File: src/design/supply_ctrl_map.vh
`ifndef SUPPLY_CTRL_MAP_VH
`define SUPPLY_CTRL_MAP_VH
// ==========================================
// register byte offsets
`define OFF_INTEN_CLR 8'h00
`define OFF_INTEN_SET 8'h04
`define OFF_INTERRUPT_FLAG_REG 8'h08
`define OFF_STATUS 8'h0C
`define OFF_MON0 8'h34
`define OFF_MON_STEP 8'h04
`define OFF_REGU 8'h3C
`define OFF_REFS 8'h40
// ==========================================
// supply monitor register fields
`define MON_EN 1
`define MON_HYSTERESIS_ENABLE 2
`define MON_ACT 3
`define MON_MODE 8
`define MON_CEN 9
`define MON_PSEL_LO 12
`define MON_PSEL_HI 15
`define MON_LVL_LO 16
`define MON_LVL_HI 21
`define MON_CFG_MASK 32'h003F_F30E
`define MON_NVM_MASK 32'h003F_F00E
`define CORE_MON_RST 32'h0007_0002
// ==========================================
// regulator and reference fields
`define REG_EN 1
`define REG_WATCH 2
`define REG_LVL_LO 16
`define REG_LVL_HI 20
`define REGU_MASK 32'h001F_0006
`define REF_TEMP_SENSOR_ENABLE 1
`define REF_BGOUT 2
`define REF_TRIM_LO 16
`define REF_TRIM_HI 26
`define REFS_MASK 32'h07FF_0006
// ==========================================
// interrupt flag layout
`define NFLAG 18
`define FLAG_MASK 32'h0003_FFFF
`define FLAG_LOCK_LOST 16
// ==========================================
// timing
`define CLK_HZ 100000000
`define PRESC_HZ 1000
`define SYNC_CYC 3'h4
`define SAMPLE_CYC 4'h8
`define LT_UNIT_CYC 16'h03E8
// ==========================================
// bus responses
`define RESP_OKAY 2'h0
`define RESP_SLVERR 2'h2
`endif

File: src/design/supply_monitor_control_irq.v
// Summary of operation
// - enabled analog monitor trips reset or interrupt
// - analog detect result readable in status
// - analog config loaded from user nvm
// - mode zero monitors continuously
// - no continuous core monitoring in standby
// - both monitors reset to continuous mode
// - mode one samples briefly once per sample period
// - sample period is 2^(psel+1) ticks of 1kHz
// - monitor writes dropped while sync busy
// - write clears sync ready until done
// - hysteresis bit adds threshold hysteresis
// - regulator enabled after reset, software off
// - regulator level loaded from factory trim
// - core watch forces power-on reset
// - reference trim loaded, software overridable
// - temp sensor and bandgap route enables
// - rising status edges set flags
// - pll lock, lock lost, timeout flags
// - enable set and clear registers
// - request while flag and enable
// - all requests ored to one line
// - writing one clears a flag
`timescale 1ns/1ns
`include "supply_ctrl_map.vh"
module supply_monitor_control_irq #(
  parameter TICK_DIV = `CLK_HZ / `PRESC_HZ
)
(
  // clock and reset
  input wire aclk,
  input wire aresetn,
  // axi4-lite write address and data
  input wire [7:0] s_axi_awaddr,
  input wire s_axi_awvalid,
  output reg s_axi_awready,
  input wire [31:0] s_axi_wdata,
  input wire [3:0] s_axi_wstrb,
  input wire s_axi_wvalid,
  output reg s_axi_wready,
  // axi4-lite write response
  output reg [1:0] s_axi_bresp,
  output reg s_axi_bvalid,
  input wire s_axi_bready,
  // axi4-lite read
  input wire [7:0] s_axi_araddr,
  input wire s_axi_arvalid,
  output reg s_axi_arready,
  output reg [31:0] s_axi_rdata,
  output reg [1:0] s_axi_rresp,
  output reg s_axi_rvalid,
  input wire s_axi_rready,
  // calibration loaded at reset
  input wire [31:0] nvm_analog_cfg,
  input wire [4:0] factory_regulator_level,
  input wire [10:0] factory_reference_trim,
  // asynchronous status pins
  input wire [8:0] osc_status,
  input wire analog_monitor_ready,
  input wire analog_below_threshold,
  input wire core_monitor_ready,
  input wire core_below_threshold,
  input wire pll_lock,
  input wire core_supply_critical,
  input wire standby_sleep,
  input wire pll_enable,
  // same-clock pll setting
  input wire [2:0] pll_lock_time_setting,
  // supply monitor controls
  output wire analog_monitor_active,
  output wire analog_hysteresis_enable,
  output wire [5:0] analog_monitor_level,
  output wire analog_reset_request,
  output wire core_monitor_active,
  output wire core_hysteresis_enable,
  output wire [5:0] core_monitor_level,
  output wire core_reset_request,
  // regulator and reference controls
  output reg core_regulator_enable,
  output reg [4:0] core_regulator_level,
  output reg por_request,
  output reg temp_sensor_enable,
  output reg bandgap_output_enable,
  output reg [10:0] reference_trim,
  // combined interrupt
  output reg system_control_irq
);

  // ==========================================
  // input synchronisers
  localparam NSYNC = 17;
  wire [NSYNC-1:0] async_in;
  reg [NSYNC-1:0] sync_a;
  reg [NSYNC-1:0] sync_b;
  assign async_in = {pll_enable, standby_sleep, core_supply_critical,
    pll_lock, core_below_threshold, core_monitor_ready,
    analog_below_threshold, analog_monitor_ready, osc_status};

  // two flops per pin, first stage read only by the second
  always @(posedge aclk)
  begin
    if (!aresetn)
    begin
      sync_a <= {NSYNC{1'b0}};
      sync_b <= {NSYNC{1'b0}};
    end
    else
    begin
      sync_a <= async_in;
      sync_b <= sync_a;
    end
  end

  wire s_standby = sync_b[15];
  wire s_lock = sync_b[13];
  wire s_pll_en = sync_b[16];

  // ==========================================
  // axi4-lite slave
  reg aw_full;
  reg w_full;
  reg [7:0] waddr;
  reg [31:0] wdat;
  reg [3:0] wstr;
  wire wr_fire = aw_full & w_full & ~s_axi_bvalid;
  wire [31:0] wmask = {{8{wstr[3]}}, {8{wstr[2]}},
    {8{wstr[1]}}, {8{wstr[0]}}};
  wire [31:0] wbits = wdat & wmask;
  reg wr_mapped;
  reg [31:0] rd_data;
  reg rd_mapped;

  // address and data taken in either order, response after both
  always @(posedge aclk)
  begin
    if (!aresetn)
    begin
      s_axi_awready <= 1'b1;
      s_axi_wready <= 1'b1;
      aw_full <= 1'b0;
      w_full <= 1'b0;
      waddr <= 8'h00;
      wdat <= 32'h0000_0000;
      wstr <= 4'h0;
      s_axi_bvalid <= 1'b0;
      s_axi_bresp <= `RESP_OKAY;
    end
    else
    begin
      if (s_axi_awvalid && s_axi_awready)
      begin
        waddr <= s_axi_awaddr;
        aw_full <= 1'b1;
        s_axi_awready <= 1'b0;
      end
      if (s_axi_wvalid && s_axi_wready)
      begin
        wdat <= s_axi_wdata;
        wstr <= s_axi_wstrb;
        w_full <= 1'b1;
        s_axi_wready <= 1'b0;
      end
      if (wr_fire)
      begin
        aw_full <= 1'b0;
        w_full <= 1'b0;
        s_axi_bvalid <= 1'b1;
        s_axi_bresp <= wr_mapped ? `RESP_OKAY : `RESP_SLVERR;
      end
      else if (s_axi_bvalid && s_axi_bready)
      begin
        s_axi_bvalid <= 1'b0;
        s_axi_awready <= 1'b1;
        s_axi_wready <= 1'b1;
      end
    end
  end

  // one read at a time, answered the cycle after the address
  always @(posedge aclk)
  begin
    if (!aresetn)
    begin
      s_axi_arready <= 1'b1;
      s_axi_rvalid <= 1'b0;
      s_axi_rdata <= 32'h0000_0000;
      s_axi_rresp <= `RESP_OKAY;
    end
    else if (s_axi_arvalid && s_axi_arready)
    begin
      s_axi_arready <= 1'b0;
      s_axi_rvalid <= 1'b1;
      s_axi_rdata <= rd_data;
      s_axi_rresp <= rd_mapped ? `RESP_OKAY : `RESP_SLVERR;
    end
    else if (s_axi_rvalid && s_axi_rready)
    begin
      s_axi_rvalid <= 1'b0;
      s_axi_arready <= 1'b1;
    end
  end

  // ==========================================
  // 1khz prescaler tick from the system clock
  localparam [16:0] TICK_LAST = TICK_DIV[16:0] - 17'h0_0001;
  reg [16:0] tick_cnt;
  reg tick;

  always @(posedge aclk)
  begin
    if (!aresetn)
    begin
      tick_cnt <= 17'h0_0000;
      tick <= 1'b0;
    end
    else
    begin
      tick <= (tick_cnt == TICK_LAST);
      tick_cnt <= (tick_cnt == TICK_LAST) ? 17'h0_0000 : tick_cnt + 17'h0_0001;
    end
  end

  // ==========================================
  // supply monitors: 0 analog rail, 1 core rail
  wire [63:0] mon_cfg;
  wire [1:0] mon_srdy;
  wire [1:0] mon_det;
  wire [1:0] mon_act;
  wire [1:0] mon_rst;

  genvar i;
  generate
    for (i = 0; i < 2; i = i + 1)
    begin : mon
      localparam [7:0] OFF = (i == 0) ? `OFF_MON0 :
        `OFF_MON0 + `OFF_MON_STEP;
      reg [31:0] cfg;
      reg srdy;
      reg [2:0] scnt;
      reg [16:0] scnt_t;
      reg [3:0] win;
      reg det;
      reg active;
      reg rst_req;
      wire en = cfg[`MON_EN];
      wire smode = cfg[`MON_MODE];
      wire [3:0] psel = cfg[`MON_PSEL_HI:`MON_PSEL_LO];
      wire below = sync_b[10 + 2 * i];
      wire blocked = (i == 1) & s_standby;
      wire [16:0] last = (17'h0_0001 << ({1'b0, psel} + 5'h01)) - 17'h0_0001;
      wire start = tick & cfg[`MON_CEN] & smode & (scnt_t >= last);
      wire accept = wr_fire & (waddr == OFF) & srdy;

      // config load, guarded writes and write synchronisation
      always @(posedge aclk)
      begin
        if (!aresetn)
        begin
          if (i == 0)
            cfg <= nvm_analog_cfg & `MON_NVM_MASK;
          else
            cfg <= `CORE_MON_RST;
          srdy <= 1'b1;
          scnt <= 3'h0;
        end
        else if (accept)
        begin
          cfg <= ((cfg & ~wmask) | wbits) & `MON_CFG_MASK;
          srdy <= 1'b0;
          scnt <= `SYNC_CYC;
        end
        else if (!srdy)
        begin
          scnt <= scnt - 3'h1;
          srdy <= (scnt == 3'h1);
        end
      end

      // sampling period counter and measurement window
      always @(posedge aclk)
      begin
        if (!aresetn)
        begin
          scnt_t <= 17'h0_0000;
          win <= 4'h0;
        end
        else
        begin
          if (!(cfg[`MON_CEN] && smode))
            scnt_t <= 17'h0_0000;
          else if (start)
            scnt_t <= 17'h0_0000;
          else if (tick)
            scnt_t <= scnt_t + 17'h0_0001;
          if (start && en)
            win <= `SAMPLE_CYC;
          else if (win != 4'h0)
            win <= win - 4'h1;
        end
      end

      // comparator enable, detection result and reset action
      always @(posedge aclk)
      begin
        if (!aresetn)
        begin
          active <= 1'b0;
          det <= 1'b0;
          rst_req <= 1'b0;
        end
        else
        begin
          if (!en)
            active <= 1'b0;
          else if (smode)
            active <= (start | (win > 4'h1));
          else
            active <= ~blocked;
          if (!en)
            det <= 1'b0;
          else if (!smode)
            det <= below & ~blocked;
          else if (win == 4'h1)
            det <= below;
          rst_req <= en & det & ~cfg[`MON_ACT];
        end
      end

      assign mon_cfg[32 * i + 31:32 * i] = cfg;
      assign mon_srdy[i] = srdy;
      assign mon_det[i] = det;
      assign mon_act[i] = active;
      assign mon_rst[i] = rst_req;
    end
  endgenerate

  assign analog_monitor_active = mon_act[0];
  assign analog_hysteresis_enable = mon_cfg[`MON_HYSTERESIS_ENABLE];
  assign analog_monitor_level = mon_cfg[`MON_LVL_HI:`MON_LVL_LO];
  assign analog_reset_request = mon_rst[0];
  assign core_monitor_active = mon_act[1];
  assign core_hysteresis_enable = mon_cfg[32 + `MON_HYSTERESIS_ENABLE];
  assign core_monitor_level = mon_cfg[32 + `MON_LVL_HI:32 + `MON_LVL_LO];
  assign core_reset_request = mon_rst[1];

  // ==========================================
  // regulator and reference controls
  reg [31:0] regu;
  reg [31:0] refs;

  always @(posedge aclk)
  begin
    if (!aresetn)
    begin
      regu <= {11'h000, factory_regulator_level, 16'h0002};
      refs <= {5'h00, factory_reference_trim, 16'h0000};
    end
    else if (wr_fire)
    begin
      if (waddr == `OFF_REGU)
        regu <= ((regu & ~wmask) | wbits) & `REGU_MASK;
      if (waddr == `OFF_REFS)
        refs <= ((refs & ~wmask) | wbits) & `REFS_MASK;
    end
  end

  // control outputs registered from the settings
  always @(posedge aclk)
  begin
    if (!aresetn)
    begin
      core_regulator_enable <= 1'b1;
      core_regulator_level <= 5'h00;
      por_request <= 1'b0;
      temp_sensor_enable <= 1'b0;
      bandgap_output_enable <= 1'b0;
      reference_trim <= 11'h000;
    end
    else
    begin
      core_regulator_enable <= regu[`REG_EN];
      core_regulator_level <= regu[`REG_LVL_HI:`REG_LVL_LO];
      por_request <= regu[`REG_WATCH] & sync_b[14];
      temp_sensor_enable <= refs[`REF_TEMP_SENSOR_ENABLE];
      bandgap_output_enable <= refs[`REF_BGOUT];
      reference_trim <= refs[`REF_TRIM_HI:`REF_TRIM_LO];
    end
  end

  // ==========================================
  // pll lock timer
  reg pll_en_q;
  reg lt_run;
  reg lt_done;
  reg [15:0] lt_cnt;

  // counts the programmed lock time from pll start
  always @(posedge aclk)
  begin
    if (!aresetn)
    begin
      pll_en_q <= 1'b0;
      lt_run <= 1'b0;
      lt_done <= 1'b0;
      lt_cnt <= 16'h0000;
    end
    else
    begin
      pll_en_q <= s_pll_en;
      if (!s_pll_en)
      begin
        lt_run <= 1'b0;
        lt_done <= 1'b0;
      end
      else if (!pll_en_q)
      begin
        lt_cnt <= {13'h0000, pll_lock_time_setting} * `LT_UNIT_CYC;
        lt_run <= (pll_lock_time_setting != 3'h0);
      end
      else if (lt_run)
      begin
        lt_cnt <= lt_cnt - 16'h0001;
        if (lt_cnt == 16'h0001)
        begin
          lt_run <= 1'b0;
          lt_done <= 1'b1;
        end
      end
    end
  end

  // ==========================================
  // status, edge flags and combined request
  wire [`NFLAG-1:0] stat;
  reg [`NFLAG-1:0] stat_q;
  reg [`NFLAG-1:0] flag;
  reg [`NFLAG-1:0] inten;
  reg [`NFLAG-1:0] fset;
  wire [`NFLAG-1:0] fclr;
  wire [`NFLAG-1:0] eset;
  wire [`NFLAG-1:0] eclr;
  assign stat = {lt_done, 1'b0, s_lock, mon_srdy[1], mon_det[1],
    sync_b[11], mon_srdy[0], mon_det[0], sync_b[9], sync_b[8:0]};
  assign fclr = (wr_fire && waddr == `OFF_INTERRUPT_FLAG_REG) ?
    wbits[`NFLAG-1:0] : {`NFLAG{1'b0}};
  assign eset = (wr_fire && waddr == `OFF_INTEN_SET) ?
    wbits[`NFLAG-1:0] : {`NFLAG{1'b0}};
  assign eclr = (wr_fire && waddr == `OFF_INTEN_CLR) ?
    wbits[`NFLAG-1:0] : {`NFLAG{1'b0}};

  // rising edges of status, plus falling lock while pll runs
  always @*
  begin
    fset = stat & ~stat_q;
    fset[`FLAG_LOCK_LOST] = ~s_lock & stat_q[15] & s_pll_en;
  end

  // flags, enables and request line
  always @(posedge aclk)
  begin
    if (!aresetn)
    begin
      stat_q <= {`NFLAG{1'b1}};
      flag <= {`NFLAG{1'b0}};
      inten <= {`NFLAG{1'b0}};
      system_control_irq <= 1'b0;
    end
    else
    begin
      stat_q <= stat;
      flag <= (flag & ~fclr) | fset;
      inten <= (inten | eset) & ~eclr;
      system_control_irq <= |(flag & inten);
    end
  end

  // ==========================================
  // register decode for writes and reads
  always @*
  begin
    wr_mapped = 1'b1;
    case (waddr)
      `OFF_INTEN_CLR, `OFF_INTEN_SET, `OFF_INTERRUPT_FLAG_REG, `OFF_STATUS,
      `OFF_MON0, `OFF_MON0 + `OFF_MON_STEP, `OFF_REGU, `OFF_REFS:
        wr_mapped = 1'b1;
      default:
        wr_mapped = 1'b0;
    endcase
  end

  always @*
  begin
    rd_mapped = 1'b1;
    rd_data = 32'h0000_0000;
    case (s_axi_araddr)
      `OFF_INTEN_CLR, `OFF_INTEN_SET:
        rd_data = {14'h0000, inten};
      `OFF_INTERRUPT_FLAG_REG:
        rd_data = {14'h0000, flag};
      `OFF_STATUS:
        rd_data = {14'h0000, stat};
      `OFF_MON0:
        rd_data = mon_cfg[31:0];
      `OFF_MON0 + `OFF_MON_STEP:
        rd_data = mon_cfg[63:32];
      `OFF_REGU:
        rd_data = regu;
      `OFF_REFS:
        rd_data = refs;
      default:
        rd_mapped = 1'b0;
    endcase
  end

endmodule

File: config.mk
export PLATFORM = sky130hd
export DESIGN_NAME = supply_monitor_control_irq
export DESIGN_NICKNAME = d
export VERILOG_FILES = /design/src/design/supply_monitor_control_irq.v
export VERILOG_INCLUDE_DIRS = /design/src /design/src/design
export SDC_FILE = /design/constraint.sdc
export NUM_CORES = 1
export LEC_CHECK = 0
export BUFFER_PORTS_ARGS = -buffer_cell sky130_fd_sc_hd__buf_4
export CAP_MARGIN = 25
export CORE_ASPECT_RATIO = 0.5
export CORE_UTILIZATION = 55
export DETAILED_ROUTE_END_ITERATION = 8
export PLACE_DENSITY_LB_ADDON = 0.08
export SYNTH_ARGS = -nofsm -noshare
export SYNTH_HDL_FRONTEND = slang
export SYNTH_SLANG_ARGS = --single-unit
File: constraint.sdc
create_clock -name aclk -period 7.3 [get_ports aclk]
set_input_delay 0.73 -clock aclk [delete_from_list [all_inputs] [get_ports aclk]]
set_output_delay 0.73 -clock aclk [all_outputs]
set_load 0.02 [all_outputs]
# Word level (Yosys, flattened, before mapping)
# Cells that the tools add are included.
dict set report totals {
  ff_bits 334
  out_inout_bits 80
  elab_cells 248
}
dict set report op_classes {
  n_addsub 12
  n_mul 1
  order_cmp 4
  n_eq_ne 29
  shift 2
  n_mux 52
  bitwise 49
  reduce_logical 42
}
# op n
set ops {}
lappend ops {{one-hot mux 27 bit (7 select lines)} 1}
lappend ops {{2-to-1 mux 27 bit} 3}
lappend ops {{bitwise AND 18 bit} 4}
lappend ops {{2-to-1 mux 21 bit} 3}
lappend ops {{bitwise AND 27 bit} 2}
lappend ops {{2-to-1 mux 18 bit} 3}
lappend ops {{NOT 18 bit} 3}
lappend ops {{adder 17 x 1 -> 17 bit (second input constant)} 3}
lappend ops {{== test 8 x 6 -> 1 bit (second input constant)} 6}
lappend ops {{bitwise AND 22 bit} 2}
lappend ops {{2-to-1 mux 22 bit} 2}
lappend ops {{OR 22 bit} 2}
lappend ops {{OR 18 bit} 2}
lappend ops {{>= comparator 17 bit} 2}
lappend ops {{<< shifter 1 x 5 -> 17 bit (first input constant)} 2}
lappend ops {{subtractor 17 x 1 -> 17 bit (second input constant)} 2}
lappend ops {{== test 8 x 4 -> 1 bit (second input constant)} 4}
lappend ops {{2-to-1 mux 16 bit} 2}
lappend ops {{2-to-1 mux 1 bit} 27}
lappend ops {{NOT 27 bit} 1}
lappend ops {{OR 27 bit} 1}
lappend ops {{bitwise AND 21 bit} 1}
lappend ops {{OR 21 bit} 1}
lappend ops {{bitwise AND 1 bit} 20}
lappend ops {{other kinds (30)} 92}

# Logic depth before layout (Yosys ltp)
# Gate-level depths: netlist (run 1).
dict set report depth {
  depth_word 7
  depth_mapped 17
}

# Worst setup path after synthesis (run 1)
# Ideal clock, no wire load.
dict set report synth_timing {
  path_type {reg-to-reg}
  startpoint {reg with a tool-made name}
  endpoint {reg mon[1].scnt_t[10]}
  arrival_time_ns 3.191
  required_ns 7.183
  path_slack_ns 3.992
  path_stages_with_launch 18
  path_buffers 3
  synth_period_minus_slack_ns 3.308
  path_cell_list {dfxtp_1 -> or2_2 -> clkbuf_1 -> nand2b_1 -> ha_1 -> nor2_1 -> nand3_1 -> o31a_1 -> o22a_1 -> ha_1 -> nand4_1 -> nor3_1 -> a2111oi_0 -> o311a_1 -> buf_2 -> o21bai_1 -> buf_2 -> nor2_1}
}
# item line
set synth_rtl {}
lappend synth_rtl {{to (signal assigned)} supply_monitor_control_irq.v:294} ;# scnt_t <= scnt_t + 17'h0_0001;
lappend synth_rtl {{to (decl)} supply_monitor_control_irq.v:240} ;# reg [16:0] scnt_t;

==> results of run 1 <==
worst max-delay path by stage:
stage	cells past startpoint	slack (ns)	end
after floorplan	17	3.99	mon[1].scnt_t[10]
after global placement	13	3.37	mon[1].scnt_t[16]
after detailed placement	14	3.17	mon[1].scnt_t[6]
after CTS	14	3.16	mon[1].scnt_t[11]
after global routing	13	2.78	mon[1].scnt_t[11]
final	14	3.15	mon[1].scnt_t[10]
routing by layer:
metal,up-vias,part of all wire,track usage
met5,-,0,0
met4,0,0.019,0.0653
met3,66,0.075,0.0522
met2,462,0.46,0.470
met1,6366,0.45,0.413
li1,6343,-,-
sequential cells by signal (all words and copies together) (netlist names), 5 cells and up, named ones only:
name,flops
mon.scnt,6
sync_a,17
tick_cnt,17
mon.cfg,13
stat_q,17
flag,18
reference_trim,11
sync_b,17
mon.scnt_t,34
refs,11
core_regulator_level,5
waddr,8
lt_cnt,16
wdat,27
mon.win,8
regu,5
inten,18
s_axi_rdata,27
kinds of logic after synthesis:
| group | Yosys count | synth area share |
|---|---|---|
| mux | 30 | 0.0205 |
| other cells | 2 | 0.000496 |
| compound gates | 418 | 0.173 |
| simple gates | 683 | 0.217 |
| buf+inv | 181 | 0.0508 |
| flops | 326 | 0.450 |
| fa+ha+maj | 64 | 0.0549 |
| xor+xnor | 56 | 0.0324 |
placed cells by master (no fill, tap or decap), drive strengths merged, types with 20 or more instances in the layout:
cell type  count
dfxtp        297
nand2        255
buf          190
nor2         146
a21oi        139
o21ai        108
nand3         71
ha            60
inv           60
and2          47
nand2b        47
clkbuf        42
xor2          32
o2bb2ai       29
edfxtp        29
a31oi         28
nor3          24
xnor2         24
mux2i         22
and3          20
a211oi        20
power by group through the flow:
stage	clock (W)	sequential, W	combinational [W]
final	0.00154	0.00195	0.000468
after global routing	0.00163	0.00196	0.000516
after CTS	0.00155	0.00195	0.000466
after detailed placement	0	0.00199	0.000462
after global placement	0	0.00199	0.000442
after floorplan	0	0.00198	0.000311
cell type report:
cell class                      count  area [um^2]
Clock inverter                     12         98.8
Fill cell                        2274         9310
Sequential cell                   326         6820
Inverter                           58          220
Clock buffer                       42          845
Tap cell                          352          440
Timing Repair Buffer              190         1440
Multi-Input combinational cell   1262         7580
synthesized netlist by cell type, types with 4 or more instances:
cell	n
a211oi_1	20
a21o_1	11
a21oi_1	139
a221o_1	8
a221oi_1	11
a222oi_1	8
a22o_1	13
a22oi_1	8
a31oi_1	28
and2_1	47
and3_1	20
and4_1	5
and4b_1	4
buf_1	10
buf_2	8
buf_4	21
clkbuf_1	84
dfxtp_1	297
edfxtp_1	29
fa_1	4
ha_1	60
inv_1	58
mux2_2	8
mux2i_1	22
nand2_1	254
nand2b_1	47
nand3_1	70
nand3b_1	6
nand4_1	19
nand4b_1	4
nor2_1	145
nor2b_1	8
nor3_1	24
nor3b_1	4
nor4_1	7
o211ai_1	4
o21ai_0	106
o22ai_1	4
o2bb2ai_1	29
or3_1	6
xnor2_1	24
xor2_1	32
stage by stage:
stage          hold WS [ns]   util  cells  cell area, um^2
5_1_grt               0.353  0.652   2242            17400
4_1_cts               0.350  0.652   2242            17400
3_5_place_dp          0.419  0.617   2188            16500
2_1_floorplan         0.412      -   1769            15200
6_report              0.359  0.652   2242            17400
3_3_place_gp          0.416  0.615   2184            16500
==> flow_metrics.tcl, run 1 <==
set metrics [dict create \
    ys_seq_area_frac 0.450 \
    synth_top_area_share 0.393 \
    hold_path.startpoint "s_axi_wvalid" \
    drive_gt1_frac 0.138 \
    tightest_slew_ns 1.01 \
    postSynthAreaPerCell_um2 8.60 \
    synthDistinctLibCells 69 \
    clock_latency_ns 0.57 \
    finalCritPeriodShare 0.568 \
    crit_required_ns 7.71 \
    gp_congestion 0.906 \
    grt_max_degree 85 \
    clkTransAtPathRegs_ns 0.07 \
    grt_pass1_wl_mm 66.6 \
    setup_slack_ns 3.15 \
    die_w_um 237 \
    htree_num_levels 1 \
    yosysWarnings 0 \
    antenna_found_initial 0 \
    async_flop_share 0 \
    viasPerCell 5.90 \
    min_path_type "in2reg" \
    yosys.area.top_type "dfxtp_1" \
    dr.pass1.iters 7 \
    clkPwrFrac 0.388 \
    ys.flop_type "dfxtp_1" \
    critPathCaptureType "flop" \
    finalSetupTns_ns 0 \
    cts_sinks 326 \
    yosys_register_bits 326 \
    hpwl_mm 29.7 \
    timing.critical_path.cells "or2_2 > nand2b_1 > ha_1 > nor2_1 > nand3_1 > o31a_1 > o22a_1 > ha_1 > nand4_1 > nor3_1 > a2111oi_0 > o311a_1 > o21bai_1 > nor2_1" \
    cts_tree "built" \
    fp.dieH_um 119 \
    initial_core_util 0.566 \
    cts_buffers 29 \
    postCtsHoldBufs 0 \
    p_sw_frac 0.261 \
    syn2layout_area_growth_pct 15.2 \
    status "completed" \
    layout.nets 2058 \
    p_sw_w 0.00103 \
    worstReg2RegEnd "mon[1].scnt_t[10]" \
    critPathBufInv 0 \
    holdPathStages 2 \
    setup_viol 0 \
    grt_use_total 0.293 \
    postCtsSetupRepairBufs 0 \
    cp-start-kind "flop" \
    clk_path_buf_depth 3 \
    drv_cap 0 \
    pwr-share-seq 0.494 \
    reg2reg_depth 14 \
    syn_area_mm2 0.0151 \
    crit_slowest_cell "o21bai_1" \
    power.density_mw_per_mm2 227 \
    cts.repair.resized 0 \
    maxSlewViolCount 0 \
    port_buffers 175 \
    pre_cts_slack_ns 3.17 \
    antenna_cells 0 \
    r2r_slack_ns 3.15 \
    synth_edf_count 29 \
    rsz0062_at_grt "false" \
    p_int_w 0.00293 \
    drt_wl_total_mm 41.8 \
    synth_area_leaders "dfxtp_1 (39%), nand2_1 (6.3%), edfxtp_1 (5.8%), ha_1 (5.0%), a21oi_1 (4.6%)" \
    pwr-share-comb 0.118 \
    relSlewSlack 0.322 \
    rows 42 \
    hold_end "s_axi_wready" \
    core_area_mm2 0.0267 \
    crit_fanout 13 \
    cpPeakStageDelay_ns 0.78 \
    syn-instance-count 1760 \
    hold_viol 0 \
    wl_per_cell_um 18.7 \
    path_class "reg2reg" \
    gr-total-overflow 0 \
    die_area_mm2 0.0282 \
    vias 13237 \
    peakVddDrop_mv 0.180 \
    ios 207 \
    leakagePower_nw 6.98 \
    period_minus_slack_ns 4.15 \
    cp_top_family "compound AO/OA/AOI/OAI gates" \
    finClkSkew_ns 0.0103 \
    fmax_mhz 241 \
    fin_total_pwr_w 0.00396 \
    antenna_left 0 \
    grt_pass1_vias 12663 \
    arrival_ns 4.56 \
    drt_iter0_markers 1304 \
    remaining_drc_errors 0 \
    cts_root_buffer "clkbuf_16" \
]
Note: power is estimated with default switching activity, not from simulation.
==> run 2, diff against run 1 <==
--- a/config.mk
+++ b/config.mk
@@ -9,7 +9,7 @@
 export BUFFER_PORTS_ARGS = -buffer_cell sky130_fd_sc_hd__buf_4
 export CAP_MARGIN = 25
 export CORE_ASPECT_RATIO = 0.5
-export CORE_UTILIZATION = 55
+export CORE_UTILIZATION = 52
 export DETAILED_ROUTE_END_ITERATION = 8
 export PLACE_DENSITY_LB_ADDON = 0.08
 export SYNTH_ARGS = -nofsm -noshare
==> constraint.sdc (replaced) <==
create_clock -name aclk -period 3.33 [get_ports aclk]
set_input_delay 0.333 -clock aclk [delete_from_list [all_inputs] [get_ports aclk]]
set_output_delay 0.333 -clock aclk [all_outputs]
set_load 0.02 [all_outputs]
==> run 2 against run 1 <==
Highest routed layer unchanged. Non-clock buffer count is 66 higher. Sequential share of layout area decreased by 1.8 points. Count of clock-buffer cells in the layout up 1. Largest cell class unchanged.
==> flow_metrics.tcl, run 2 (synthesis results as in run 1) <==
set metrics [dict create \
    grt_pass1_wl_mm 67.1 \
    pwr-share-comb 0.123 \
    fp.dieH_um 123 \
    pre_cts_slack_ns 0.0337 \
    dr.pass1.iters 6 \
    clk_path_buf_depth 3 \
    hold_viol 0 \
    worstReg2RegEnd "mon[1].scnt_t[8]" \
    antenna_left 0 \
    drive_gt1_frac 0.158 \
    final_area_mm2 0.0183 \
    drt_wl_total_mm 43.6 \
    gp_congestion 0.902 \
    largestRegisters "mon.scnt_t x34, s_axi_rdata x27, wdat x27" \
    grt_max_degree 74 \
    place_inst 2239 \
    crit_slowest_cell "o311a_1" \
    power.density_mw_per_mm2 492 \
    clkTransAtPathRegs_ns 0.07 \
    finalCritPeriodShare 0.960 \
    syn2layout_area_growth_pct 20.9 \
    fin_total_pwr_w 0.00900 \
    tightest_slew_ns 0.982 \
    hold_end "wdat[18]" \
    placed_area_mm2 0.0167 \
    crit_fanout 7 \
    cp_top_family "simple AND/OR/NAND/NOR gates" \
    final-seq-area_mm2 0.00682 \
    fin_cells 2338 \
    period_minus_slack_ns 3.20 \
    clkPwrFrac 0.400 \
    largest_register_ffs 34 \
    crit_required_ns 3.80 \
    remaining_drc_errors 0 \
    path_class "reg2reg" \
    p_sw_w 0.00232 \
    drt_iter0_markers 1248 \
    timing.critical_path.cells "or2_2 > nand2b_4 > ha_4 > nor2_4 > nand3_1 > o31a_1 > o22a_1 > ha_4 > nand4_1 > nor3_2 > a2111oi_2 > o311a_1 > buf_6 > o21bai_4 > buf_6 > nor2_1" \
    p_int_w 0.00668 \
    vias 13479 \
    hpwl_mm 31.0 \
    leakagePower_nw 7.33 \
    gr-total-overflow 0 \
    maxSlewViolCount 0 \
    ios 207 \
    rows 43 \
    pwr-share-seq 0.476 \
    viasPerCell 5.77 \
    port_buffers 175 \
    setup_viol 0 \
    status "completed" \
    drv_cap 0 \
    antenna_found_initial 0 \
    cts_buffers 29 \
    grt_use_total 0.283 \
    grt_pass1_vias 12610 \
    critPathCaptureType "flop" \
    clock_latency_ns 0.58 \
    largest_register "mon.scnt_t" \
    cpPeakStageDelay_ns 0.34 \
    critPathBufInv 2 \
    multi_input_area_mm2 0.00771 \
    reg2reg_depth 16 \
    initial_core_util 0.538 \
    wl_per_cell_um 18.6 \
    cts_root_buffer "clkbuf_16" \
    relSlewSlack 0.344 \
    setup_slack_ns 0.135 \
    cts_tree "built" \
    fillers 2363 \
    arrival_ns 3.66 \
    peakVddDrop_mv 0.442 \
    cp-start-kind "flop" \
    die_area_mm2 0.0298 \
    cts_sinks 326 \
    final_common_cell "dfxtp_1" \
    die_w_um 243 \
    core_area_mm2 0.0281 \
    fmax_mhz 313 \
    mostFrequentLayoutCells "dfxtp_1 (296), nand2_1 (254), buf_4 (212), nor2_1 (142), a21oi_1 (138)" \
    p_sw_frac 0.258 \
    min_path_type "in2reg" \
    postLayoutCoreUtil 0.650 \
    hold_path.startpoint "s_axi_wdata[18]" \
    holdPathStages 3 \
    htree_num_levels 1 \
    finClkSkew_ns 0.0143 \
    layout.nets 2124 \
    r2r_slack_ns 0.13 \
]
-- run 2: stage by stage --
stage,TNS (ns),hold WS (ns)
2_1_floorplan,0,0.412
3_3_place_gp,0,0.416
3_5_place_dp,0,0.420
4_1_cts,0,0.00155
5_1_grt,-0.265,0.0136
6_report,0,0.0198
-- run 2: per-layer routing --
layer / share of wire / vias up / track usage
met5: 0 / - / 0.00654
met1: 0.45 / 6418 / 0.384
met2: 0.45 / 514 / 0.455
met4: 0.029 / 0 / 0.0825
met3: 0.075 / 84 / 0.0577
li1: - / 6463 / -
-- run 2: how the worst max path moves through the flow --
stage                     from                  end  slack (ns)  cells after the start
after floorplan           flop    mon[1].scnt_t[10]        0.02                     17
after global placement    flop  core_monitor_active        0.14                     15
after detailed placement  flop        mon[1].win[2]        0.03                     15
after CTS                 flop        mon[1].win[2]        0.03                     15
after global routing      flop     mon[1].scnt_t[7]       -0.04                     17
final                     flop     mon[1].scnt_t[8]        0.13                     16
-- run 2: worst register-to-register path: stages (launching register included) --
cell and delay (ns):
dfxtp_1 0.31, or2_2 0.30, nand2b_4 0.15, ha_4 0.18, nor2_4 0.10, nand3_1 0.08, o31a_1 0.12, o22a_1 0.25
ha_4 0.28, nand4_1 0.15, nor3_2 0.24, a2111oi_2 0.07, o311a_1 0.34, buf_6 0.15, o21bai_4 0.18, buf_6 0.16
nor2_1 0.05
-- run 2: layout make-up --
type / count / share of cell area
clock buffers: 43 / 0.0476
diodes: 1 / 0.000137
clock inverters: 10 / 0.00828
repair buffers: 256 / 0.112
multi-input cells: 1262 / 0.421
inverters: 58 / 0.0122
flip-flops and latches: 326 / 0.373
well taps: 382 / 0.0261
-- run 2: timing repair --
item                                   4_1_cts  5_1_grt
endpoints found under the hold margin       36        1
hold buffers                                37        1
gates resized for setup                      0       30
setup endpoints to repair                    0       44
setup buffers                                0        5
-- run 2: power groups by stage --
stage / clock network [W] / registers (W) / logic [W]
finish: 0.00360 / 0.00429 / 0.00111
detailed placement: 0 / 0.00437 / 0.00104
CTS: 0.00364 / 0.00428 / 0.00108
global placement: 0 / 0.00436 / 0.000990
floorplan: 0 / 0.00434 / 0.000681
global route: 0.00382 / 0.00430 / 0.00122
==> run 3, diff against run 2 <==
--- a/config.mk
+++ b/config.mk
@@ -8,8 +8,10 @@
 export LEC_CHECK = 0
 export BUFFER_PORTS_ARGS = -buffer_cell sky130_fd_sc_hd__buf_4
 export CAP_MARGIN = 25
+export CELL_PAD_IN_SITES_DETAIL_PLACEMENT = 1
+export CELL_PAD_IN_SITES_GLOBAL_PLACEMENT = 1
 export CORE_ASPECT_RATIO = 0.5
-export CORE_UTILIZATION = 52
+export CORE_UTILIZATION = 39
 export DETAILED_ROUTE_END_ITERATION = 8
 export PLACE_DENSITY_LB_ADDON = 0.08
 export SYNTH_ARGS = -nofsm -noshare
==> run 3 against run 2 <==
Power grew 1.0%. Die area grew 33%. Sequential cell count is the same. Clock skew grew 0.0066 ns. Clock power grew 2%. First-iteration DRC count shrank 37%. Sequential power is essentially flat. Routed wire length grew 13%. Register-to-register slack lost 0.05 ns. Count of clock-buffer cells in the layout grew 1. Combinational power is essentially flat. Largest power group unchanged.
==> flow_metrics.tcl, run 3 (synthesis results as in run 1) <==
set metrics [dict create \
    layout.nets 2136 \
    viasPerCell 5.45 \
    path_class "reg2reg" \
    maxSlewViolCount 0 \
    htree_num_levels 1 \
    hold_ws_ns 0.0137 \
    antenna_left 0 \
    initial_core_util 0.401 \
    drv_cap 0 \
    syn2layout_area_growth_pct 22.6 \
    tightest_slew_ns 0.948 \
    leakagePower_nw 7.39 \
    clock_latency_ns 0.59 \
    drt_wl_total_mm 49.4 \
    power.density_mw_per_mm2 490 \
    grt_pass1_wl_mm 78.1 \
    final_area_mm2 0.0186 \
    cts_sinks 326 \
    grt_pass1_vias 14195 \
    cts_tree "built" \
    die_area_mm2 0.0396 \
    hpwl_mm 35.6 \
    relSlewSlack 0.367 \
    rows 50 \
    ios 207 \
    clkTransAtPathRegs_ns 0.07 \
    final_common_cell "dfxtp_1" \
    cts_root_buffer "clkbuf_16" \
    dr.pass1.iters 6 \
    fmax_mhz 308 \
    finalSetupTns_ns 0 \
    setup_viol 0 \
    finalCritPeriodShare 0.975 \
    period_minus_slack_ns 3.25 \
    placed_area_mm2 0.0169 \
    drt_iter0_markers 785 \
    clk_path_buf_depth 3 \
    grt_use_total 0.247 \
    grt_max_degree 65 \
    hold_path.startpoint "s_axi_awaddr[1]" \
    min_path_type "in2reg" \
    fp.dieH_um 141 \
    port_buffers 175 \
    cts_buffers 31 \
    crit_fanout 5 \
    mostFrequentLayoutCells "dfxtp_1 (297), nand2_1 (254), buf_4 (214), a21oi_1 (139), nor2_1 (137)" \
    fin_cells 2489 \
    pre_cts_slack_ns -0.0818 \
    status "completed" \
    largest_register "mon.scnt_t" \
    critPathCaptureType "flop" \
    antenna_found_initial 1 \
    die_w_um 281 \
    finClkSkew_ns 0.0209 \
    largest_register_ffs 34 \
    setup_slack_ns 0.0824 \
    drive_gt1_frac 0.161 \
    vias 13564 \
    wl_per_cell_um 19.9 \
    arrival_ns 3.72 \
    gr-total-overflow 0 \
    core_area_mm2 0.0378 \
    peakVddDrop_mv 0.423 \
    place_inst 2380 \
    crit_required_ns 3.80 \
    hold_viol 0 \
    cp-start-kind "flop" \
    largestRegisters "mon.scnt_t x34, s_axi_rdata x27, wdat x27" \
    remaining_drc_errors 0 \
    gp_congestion 0.859 \
    fillers 4465 \
]
[run 3: changes by cell type in the layout (fill, tap and decap cells not counted), sizes merged]
cell,change
dlygate4sd3,+9
clkinv,+5
clkinvlp,-2
buf,+1
bufinv,-1
clkbuf,+1
[run 3: worst max-delay path, cell delays in order, from the launching register on]
cell	delay (ns)
dfxtp_1	0.31
or2_2	0.30
nand2b_4	0.15
ha_4	0.17
buf_6	0.13
nand2b_4	0.07
o21ai_0	0.07
o31ai_1	0.27
ha_1	0.33
a211oi_2	0.24
nor2_1	0.07
o31ai_1	0.26
o311a_1	0.28
buf_6	0.16
nor2_1	0.05
o31a_1	0.26
[run 3: timing repair]
action | in CTS | in global routing
buffers inserted | 0 | 3
cloned | 0 | 2
hold buffers | 47 | 0
endpoints found under the hold margin | 47 | 0
endpoints found under the setup margin | 16 | 44
gates resized for setup | 5 | 29
pin swaps | 3 | 11
[run 3: final timing paths]
kind	cells past startpoint	slack, ns	end
min	3	0.01	waddr[1]
max	15	0.08	core_monitor_active
max reg2reg	15	0.08	core_monitor_active
min reg2reg	1	0.43	sync_b[14]
[run 3: layout make-up]
| cell class | instances | area, um^2 | area share |
|---|---|---|---|
| multi-input combinational | 1262 | 7710 | 0.415 |
| sequential | 326 | 6820 | 0.367 |
| timing repair buffer | 266 | 2130 | 0.115 |
| clock buffer | 44 | 905 | 0.0487 |
| tap | 520 | 651 | 0.0351 |
| inverter | 58 | 220 | 0.0119 |
| clock inverter | 12 | 129 | 0.00694 |
| antenna | 1 | 2.50 | 0.000135 |
[run 3: routing by layer]
layer  track usage  vias to the layer above  routed length (um)
li1              -                     6492                   -
met1         0.326                     6818               22700
met2         0.436                      202               24200
met3        0.0341                       50                1790
met4        0.0426                        2                 650
met5             0                        -                  13
[run 3: stage by stage]
step | utilization | power (W)
finish | 0.491 | 0.00909
global route | 0.491 | 0.00947
CTS | 0.487 | 0.00915
detailed placement | 0.447 | 0.00544
global placement | 0.447 | 0.00537
floorplan | - | 0.00502
[run 3: report_power, final]
| part | switching (W) | internal [W] |
|---|---|---|
| clock | 0.00162 | 0.00205 |
| combinational | 0.000643 | 0.000494 |
| sequential | 0.000158 | 0.00413 |
| total | 0.00242 | 0.00667 |
